<file path="src/rscs_defs.vh">
// Constants for the reset and slow clock switch block
`ifndef RSCS_DEFS_VH
`define RSCS_DEFS_VH
`define RSCS_SEL_BIT 5
`define RSCS_LOW_BIT 6
`define RSCS_FAST_BIT 7
`define RSCS_CTL_RESET 8'h80
`define RSCS_MAL_CYCLES 24
`define RSCS_EXT_CYCLES 12
`define RSCS_SYNC_CYCLES 2
`define RSCS_VECTOR_ADDR 16'hfffe
`define RSCS_WARM_MODE 8'h05
`define RSCS_WARM_SRC 8'h43
`endif

</file>
<file path="src/rscs_reset_clock_switch.v">
// Reset generator, clock mode switch and warm-up counter
`timescale 1ns/10ps
`default_nettype none
`include "rscs_defs.vh"
module rscs_reset_clock_switch #(
  parameter MAL_CYCLES = `RSCS_MAL_CYCLES,
  parameter EXT_CYCLES = `RSCS_EXT_CYCLES
)(
  input wire clk,
  input wire arst_n,
  input wire resetPinIn,
  input wire lowClkTick,
  input wire ctlWrite,
  input wire [7:0] ctlWdata,
  input wire watchdogReq,
  input wire fetchValid,
  input wire fetchSpecialRegion,
  input wire fetchBufferRegion,
  input wire fetchRam,
  input wire trapRamAreaSelect,
  input wire [7:0] warmCtlLower,
  input wire [7:0] warmCtlUpper,
  input wire warmRun,
  input wire [15:0] warmCount,
  output reg [7:0] systemControlTwo_r,
  output reg coreOnFast_r,
  output reg resetPinOut_r,
  output reg resetPinOe_r,
  output reg coreReset_r,
  output reg vectorRead_r,
  output reg vectorFetch_r,
  output reg [15:0] vectorAddr_r,
  output reg interruptMasterFlag_r,
  output reg [15:0] interruptEnableFlags_r,
  output reg timerPairInterrupt_r,
  output reg [1:0] clkMode_r
);
  // Mode codes reported on clkMode_r
  localparam MODE_FAST_SINGLE = 2'h0;
  localparam MODE_FAST_DUAL = 2'h1;
  localparam MODE_LOW_DUAL = 2'h2;
  localparam MODE_LOW_ONLY = 2'h3;

  // Release sequencing states
  localparam ST_RESET = 2'h0;
  localparam ST_VECTOR = 2'h1;
  localparam ST_FETCH = 2'h2;
  localparam ST_RUN = 2'h3;

  reg pinMeta_r;
  reg pinSync_r;
  reg tickMeta_r;
  reg tickSync_r;
  reg tickPrev_r;
  reg [4:0] extCnt_r;
  reg [4:0] malCnt_r;
  reg [1:0] syncCnt_r;
  reg [15:0] warmCnt_r;
  reg [1:0] state_r;
  reg [7:0] ctlNxt;
  reg clkFault;
  reg trapHit;
  wire malReq;
  wire extReset;
  wire anyReset;
  wire lowEdge;

  // Two-stage synchronisers for the pin and the low clock tick
  always @(posedge clk or negedge arst_n)
  begin
    if (!arst_n)
    begin
      // Pin idles high; a low reset value would fake a pin low
      pinMeta_r <= 1'b1;
      pinSync_r <= 1'b1;
      tickMeta_r <= 1'b0;
      tickSync_r <= 1'b0;
      tickPrev_r <= 1'b0;
    end
    else
    begin
      pinMeta_r <= resetPinIn;
      pinSync_r <= pinMeta_r;
      tickMeta_r <= lowClkTick;
      tickSync_r <= tickMeta_r;
      tickPrev_r <= tickSync_r;
    end
  end

  assign lowEdge = tickSync_r & ~tickPrev_r;

  // Detection of illegal oscillator shutdowns and trapped fetches
  always @*
  begin
    ctlNxt = ctlWdata;
    clkFault = 1'b0;
    trapHit = 1'b0;
    if (ctlWrite)
    begin
      if (!ctlNxt[`RSCS_FAST_BIT] && !ctlNxt[`RSCS_LOW_BIT])
        clkFault = 1'b1;
      if (!ctlNxt[`RSCS_FAST_BIT] && !systemControlTwo_r[`RSCS_SEL_BIT])
        clkFault = 1'b1;
      if (!ctlNxt[`RSCS_LOW_BIT] && systemControlTwo_r[`RSCS_SEL_BIT])
        clkFault = 1'b1;
    end
    if (fetchValid && (fetchSpecialRegion || fetchBufferRegion ||
        (fetchRam && trapRamAreaSelect)))
      trapHit = 1'b1;
  end

  // Malfunction sources: trap, watchdog, clock fault
  assign malReq = (trapHit | watchdogReq | clkFault) & ~coreReset_r;
  // Only a low held long enough counts as external reset
  assign extReset = (extCnt_r >= EXT_CYCLES[4:0]);
  assign anyReset = extReset | (malCnt_r != 5'h0) | malReq;

  // Pin low counter and malfunction pulse counter
  always @(posedge clk or negedge arst_n)
  begin
    if (!arst_n)
    begin
      extCnt_r <= 5'h0;
      malCnt_r <= 5'h0;
    end
    else
    begin
      if (pinSync_r)
        extCnt_r <= 5'h0;
      else if (extCnt_r < EXT_CYCLES[4:0])
        extCnt_r <= extCnt_r + 5'h1;
      // Request cycle counts as the first of the drive cycles
      if (malReq)
        malCnt_r <= MAL_CYCLES[4:0] - 5'h1;
      else if (malCnt_r != 5'h0)
        malCnt_r <= malCnt_r - 5'h1;
    end
  end

  // Reset output, pin drive and release sequence
  always @(posedge clk or negedge arst_n)
  begin
    if (!arst_n)
    begin
      coreReset_r <= 1'b1;
      resetPinOut_r <= 1'b0;
      resetPinOe_r <= 1'b0;
      state_r <= ST_RESET;
      vectorRead_r <= 1'b0;
      vectorFetch_r <= 1'b0;
      vectorAddr_r <= `RSCS_VECTOR_ADDR;
      interruptMasterFlag_r <= 1'b0;
      interruptEnableFlags_r <= 16'h0;
    end
    else
    begin
      resetPinOut_r <= 1'b0;
      // Pin is open drain: only drive for internal sources
      resetPinOe_r <= (malCnt_r != 5'h0) | malReq;
      vectorRead_r <= 1'b0;
      vectorFetch_r <= 1'b0;
      case (state_r)
        ST_RESET:
        begin
          coreReset_r <= 1'b1;
          if (!anyReset && pinSync_r)
            state_r <= ST_VECTOR;
        end
        ST_VECTOR:
        begin
          coreReset_r <= 1'b0;
          vectorRead_r <= 1'b1;
          vectorAddr_r <= `RSCS_VECTOR_ADDR;
          state_r <= ST_FETCH;
        end
        ST_FETCH:
        begin
          vectorFetch_r <= 1'b1;
          state_r <= ST_RUN;
        end
        ST_RUN:
        begin
          coreReset_r <= 1'b0;
        end
        default:
          state_r <= ST_RESET;
      endcase
      if (anyReset)
      begin
        state_r <= ST_RESET;
        coreReset_r <= 1'b1;
        // Only flags with defined defaults; core registers stay
        interruptMasterFlag_r <= 1'b0;
        interruptEnableFlags_r <= 16'h0;
      end
    end
  end

  // Control two register and clock switching
  always @(posedge clk or negedge arst_n)
  begin
    if (!arst_n)
    begin
      systemControlTwo_r <= `RSCS_CTL_RESET;
      coreOnFast_r <= 1'b1;
      syncCnt_r <= 2'h0;
      clkMode_r <= MODE_FAST_SINGLE;
    end
    else if (anyReset)
    begin
      // Any reset ends slow mode and restarts fast
      systemControlTwo_r <= `RSCS_CTL_RESET;
      coreOnFast_r <= 1'b1;
      syncCnt_r <= 2'h0;
      clkMode_r <= MODE_FAST_SINGLE;
    end
    else
    begin
      if (ctlWrite)
        systemControlTwo_r <= ctlWdata;
      // Fast oscillator left alone while slow
      if (systemControlTwo_r[`RSCS_SEL_BIT])
      begin
        syncCnt_r <= 2'h0;
        if (lowEdge)
          coreOnFast_r <= 1'b0;
      end
      else if (!coreOnFast_r)
      begin
        // Stay on low clock until edges line up
        if (lowEdge)
        begin
          if (syncCnt_r == `RSCS_SYNC_CYCLES - 1)
            coreOnFast_r <= 1'b1;
          else
            syncCnt_r <= syncCnt_r + 2'h1;
        end
      end
      if (coreOnFast_r)
        clkMode_r <= systemControlTwo_r[`RSCS_LOW_BIT] ?
          MODE_FAST_DUAL : MODE_FAST_SINGLE;
      else
        clkMode_r <= systemControlTwo_r[`RSCS_FAST_BIT] ?
          MODE_LOW_DUAL : MODE_LOW_ONLY;
    end
  end

  // Cascaded warm-up counter on the low clock
  always @(posedge clk or negedge arst_n)
  begin
    if (!arst_n)
    begin
      warmCnt_r <= 16'h0;
      timerPairInterrupt_r <= 1'b0;
    end
    else
    begin
      timerPairInterrupt_r <= 1'b0;
      if (!warmRun || warmCtlLower != `RSCS_WARM_SRC ||
          warmCtlUpper != `RSCS_WARM_MODE || anyReset)
        warmCnt_r <= 16'h0;
      else if (lowEdge)
      begin
        if (warmCnt_r == warmCount - 16'h1)
        begin
          warmCnt_r <= 16'h0;
          timerPairInterrupt_r <= 1'b1;
        end
        else
          warmCnt_r <= warmCnt_r + 16'h1;
      end
    end
  end
endmodule
`default_nettype wire

</file>
<file path="config.mk">
export PLATFORM = sky130hd
export DESIGN_NAME = rscs_reset_clock_switch
export DESIGN_NICKNAME = d
export VERILOG_FILES = /design/src/rscs_reset_clock_switch.v
export VERILOG_INCLUDE_DIRS = /design/src
export SDC_FILE = /design/constraint.sdc
export NUM_CORES = 1
export LEC_CHECK = 0
export ABC_AREA = 1
export BUFFER_PORTS_ARGS = -buffer_cell sky130_fd_sc_hd__buf_2
export CAP_MARGIN = 10
export CELL_PAD_IN_SITES_DETAIL_PLACEMENT = 1
export CELL_PAD_IN_SITES_GLOBAL_PLACEMENT = 1
export CORE_AREA = 2 2 82 116
export DETAILED_ROUTE_END_ITERATION = 6
export DIE_AREA = 0 0 84 118
export GPL_TIMING_DRIVEN = 0
export PLACE_DENSITY = 0.92
export SYNTH_ARGS = -nofsm -noshare
export SYNTH_HDL_FRONTEND = slang
export SYNTH_SLANG_ARGS = --single-unit
export TNS_END_PERCENT = 50
</file>
<file path="constraint.sdc">
create_clock -name clk -period 3.2 [get_ports clk]
set_clock_uncertainty 0.2 [all_clocks]
set_input_delay 0.16 -clock clk [delete_from_list [all_inputs] [get_ports clk]]
set_output_delay 0.16 -clock clk [all_outputs]
set_load 0.005 [all_outputs]
</file>
---- Word-level counts from Yosys, hierarchy flattened ----
Cells that the tools add are included.
word-level totals
  bits in registers ....................... 51
  bits of input ports ..................... 52
  logic and storage cells ................. 112
operators by class
  add/sub/neg operators ................... 5
  $lt $le $gt $ge ......................... 2
  equality and inequality tests ........... 11
  multiplexer cells ....................... 39
  bitwise logic cells ..................... 9
  reductions and logical operators ........ 28
operator list
  cell                     count
  $mux W16                 3
  $mux W5                  4
  $mux W1                  19
  $mux W2                  9
  $add A16 B1 Y16 const B  1
  $eq A16 B16 Y1           1
  $mux W8                  2
  $sub A16 B1 Y16 const B  1
  $ne A8 B3 Y1 const B     1
  $ne A8 B7 Y1 const B     1
  $reduce_bool A2 Y1       4
  $logic_and A1 B1 Y1      6
  $ne A3 B3 Y1 const B     2
  $pmux W2 S3              1
  $reduce_bool A3 Y1       2
  $add A5 B1 Y5 const B    1
  $ge A5 B4 Y1 const B     1
  $logic_not A1 Y1         5
  $logic_or A1 B1 Y1       5
  $lt A5 B4 Y1 const B     1
  $or A1 B1 Y1             5
  $reduce_bool A5 Y1       1
  $sub A5 B1 Y5 const B    1
  $eq A2 B1 Y1 const B     2
  12 further kinds         15

---- Longest topological paths before layout ----
  depth in word-level cells ............... 14
  gate-level depth with buffers ........... 15
  mapped depth without buffers ............ 15

---- Least setup slack after synthesis ----
Ideal clock, no wire load.
  kind .................................... register -> register
  from .................................... register malCnt_r[0]
  to ...................................... register warmCnt_r[12]
  arrival time ............................ 1612 ps
  path slack .............................. 1269 ps
  stages on the path, launching flop included .. 15
  path buffers ............................ 1
  clock period less this slack ............ 1931 ps
  cell sequence ........................... dfrtp_1 -> inv_1 -> ha_1 -> inv_1 -> nor2_1 -> nand2_1 -> nor2_1 -> nand2_2 -> inv_2 -> nand3_2 -> buf_6 -> nand2_1 -> inv_1 -> a21oi_1 -> nor2_1
between the ends
  longest elaborated chain between the ends .. 5
ends and longest elaborated chain
  item                                                   RTL line                       source
  start: declaration                                     rscs_reset_clock_switch.v:56   reg [4:0] malCnt_r;
  start signal: assignment                               rscs_reset_clock_switch.v:134  malCnt_r <= MAL_CYCLES[4:0] - 5'h1;
  start signal: assignment                               rscs_reset_clock_switch.v:136  malCnt_r <= malCnt_r - 5'h1;
  $reduce_bool A5 Y1 (*)                                 rscs_reset_clock_switch.v:116  assign anyReset = extReset | (malCnt_r != 5'h0) | malReq;
  $or A1 B1 Y1 (*) (2 in series)                         rscs_reset_clock_switch.v:116
  $logic_or A1 B1 Y1 (*)                                 rscs_reset_clock_switch.v:259  if (!warmRun || warmCtlLower != `RSCS_WARM_SRC ||
  $mux W16 / $reduce_bool A2 Y1 (equally long branches)  --
  end signal: assignment                                 rscs_reset_clock_switch.v:270  warmCnt_r <= warmCnt_r + 16'h1;
  end: declaration                                       rscs_reset_clock_switch.v:58   reg [15:0] warmCnt_r;
Every way passes the cells marked *; elsewhere a longest branch is shown, timed or not.
A chain may end at the register's enable or synchronous reset.

---- Worst setup path in the final report ----
  from .................................... register malCnt_r[0]
  to ...................................... register warmCnt_r[11]
The elaborated chain is that of the path after synthesis.

==> flow_summary.yaml <==
status:
  status: "finished, final reports clean"
cells_and_area:
  area_growth_pct: 25.3
  nets: 659
  layout-drive-gt1-share: 0.235
  final_cell_area_sq_mm: 0.00434
  antenna-diode-count: 0
  utilization: 0.489
drt:
  wirelength_um: 9190
  post-route-drc-count: 0
  drtAntennaViolNets: 0
  via_per_inst: 4.71
  drt_first_pass_iters: 4
  num_vias: 3312
  drt_iter0_markers: 109
  wl_per_cell_um: 13.1
setup_path:
  r2r-start: "malCnt_r[0]"
  rr_endpoint: "warmCnt_r[11]"
  crit_chain: "inv_1 -> ha_1 -> inv_1 -> nor2_1 -> nand2_1 -> nor2_1 -> nand2_2 -> inv_2 -> nand3_2 -> buf_6 -> nand2_1 -> xor2_1 -> nor2_1"
  rr_worst_depth: 13
  critPathMaxStageDelay_ns: 0.38
  start_kind: "flip-flop"
  crit_type: "reg -> reg"
  cp.arrival_ns: 2.28
  crit_top_cell: "nor2_1"
  r2r_slack_ns: 0.89
  cp_max_fo: 10
  critPathCaptureType: "flip-flop"
  cp.required_ns: 3.17
  slowest_stage: "dfrtp_1"
floorplanning:
  die_area_sq_mm: 0.00991
  coreArea_sq_mm: 0.00887
  die_h_um: 118
  ioPinCount: 102
  start_util: 0.390
  die_x_um: 84
  rows: 41
clocking:
  root_buffer: "clkbuf_16"
  cts_buffer_depth: 2
  cts_sinks: 51
  numCtsBuffers: 5
  hold_buffers: 11
  post_cts_buffers: 0
  worst_skew_pair.late_latency_ns: 0.29
  path_clk_slew_ns: 0.06
  cts_tree: "built"
  h-tree-depth: 2
  cts-resized-gates: 0
global_route:
  grt_max_degree: 52
  antenna_found_initial: 0
  grt_pass1_wl_um: 15800
  grt_pass1_vias: 3499
  overflow: 0
  grt_usage: 0.192
hold_path:
  min_to: "malCnt_r[1]"
  hp-start: "watchdogReq"
  hold_class: "in -> reg"
  min_path_cells: 5
synth:
  synthesis.area_sq_mm: 0.00346
  synth.distinct_cells: 41
  synth.ff_latch_count: 51
  syn_inst: 477
  syn_avg_cell_area_sq_um: 7.26
  synth-seq-area-share: 0.370
  yosys_warnings: 0
power:
  power.total_mw: 1.67
  powerDensity_mw_per_mm2: 385
  leakagePower_nw: 2.27
  ir_worst_vdd_uv: 270
sta:
  maxSlewViolCount: 0
  setup_viol: 0
  finalHoldViolCount: 0
  finalSetupTns_ns: 0
  period_needed_ns: 2.31
  rsz0062_at_grt: "false"
  fmax_mhz: 433
  finalCritPeriodShare: 0.721
  whs_ns: 0.0489
job:
  max_cap_viol_count: 0
placement:
  dpl_cell_area_sq_mm: 0.00405
  gp_congestion: 0.877
  io_buffer_count: 67
  hpwl_um: 7400
==> area by class of cell <==
type	instances	area [sq um]
Buffer	38	279
Inverter	61	231
Multi-Input combinational cell	359	1790
Fill cell	1182	4530
Clock buffer	8	156
Sequential cell	51	1280
Timing Repair Buffer	79	465
Tap cell	107	134
==> cells by family after synthesis <==
family,count (synthesis),share of synthesized area
xor gates and xnor gates,19,0.0480
DFF,51,0.370
adders and majority gates,12,0.0433
and+or+nand+nor,258,0.328
AOI/OAI and AO/OA,36,0.0607
other,2,0.00217
buffers and inverters,99,0.147
==> placed cells by master (no fill, tap or decap), drive strengths merged, types with 9 or more instances in the layout <==
master and n:
nand3 30, inv 61, nor2 81, ha 12
nand2 122, conb 34, o21ai 9, a21oi 17
nor3 10, clkbuf 11, xor2 13, dlygate4sd3 11
dfrtp 46, buf 103
==> cell usage after synthesis <==
master    number  area (sq um)
o31ai_1        2          15.0
o21ai_0        8          40.0
and2_1         1          6.26
nand2b_1       1          6.26
nor4_1         2          12.5
clkbuf_1       2          7.51
buf_4         34           255
nand2_4        1          11.3
nor2_2         3          18.8
nand3_1       28           140
nand3_2        2          20.0
buf_6          1          11.3
clkbuf_2       1          5.00
inv_1         58           218
o21ai_2        1          8.76
a21oi_1       16          80.1
or2_2          1          6.26
nand2_1      116           435
ha_1          12           150
nor3b_1        1          7.51
o311ai_0       1          8.76
dfstp_2        5           131
or2_4          1          8.76
nor2_1        75           282
nor3_2         3          30.0
o21bai_1       2          15.0
nand2_2        5          31.3
a211oi_1       2          15.0
a31oi_1        3          18.8
nor3_1         7          35.0
and3_1         1          6.26
nand4_1        5          31.3
dfrtp_1       46          1150
inv_2          2          7.51
nor2_4         3          33.8
xnor2_1        6          52.6
a21oi_2        1          8.76
nand3b_1       2          15.0
conb_1         2          7.51
inv_4          1          6.26
xor2_1        13           114
==> worst max-delay path: cells and delay by family (launching register included) <==
kind                       cells  cell delay [ns]
and+or+nand+nor                7             0.79
xor gates and xnor gates       1             0.19
buffers and inverters          4             0.47
DFF                            1             0.38
adders and majority gates      1             0.16
==> worst max path at each step <==
stage	from	to	depth (start not counted)
after floorplan	malCnt_r[0]	warmCnt_r[12]	14
after global placement	warmCount[0]	warmCnt_r[7]	16
after detailed placement	warmCount[0]	warmCnt_r[4]	16
after CTS	malCnt_r[0]	warmCnt_r[11]	13
after global routing	malCnt_r[0]	warmCnt_r[11]	13
final	malCnt_r[0]	warmCnt_r[11]	13
==> metrics by stage <==
step,std cells,worst slack [ns]
floorplan,509,1.27
global placement,683,0.978
detailed placement,683,0.865
CTS,702,0.835
global route,703,0.676
finish,703,0.891
==> flip-flops by register name, summed over array words and instances, names as in the netlist, 2 cells and up <==
register            cells
warmCnt_r              16
systemControlTwo_r      8
extCnt_r                5
malCnt_r                5
clkMode_r               2
state_r                 2
syncCnt_r               2
==> power by group <==
part	switching, mW	internal, mW	leakage (nW)
logic	0.208	0.162	1.53
registers	0.0378	0.699	0.670
clock network	0.230	0.333	0.0772
total	0.475	1.19	2.27
==> routing by layer <==
metal	up-vias	wire length, um	global-route usage
met1	1582	3450	0.200
met4	0	111	0.0383
li1	1653	-	-
met2	67	5400	0.399
met5	-	0	0
met3	10	228	0.0210
Note: power is estimated with default switching activity, not from simulation.
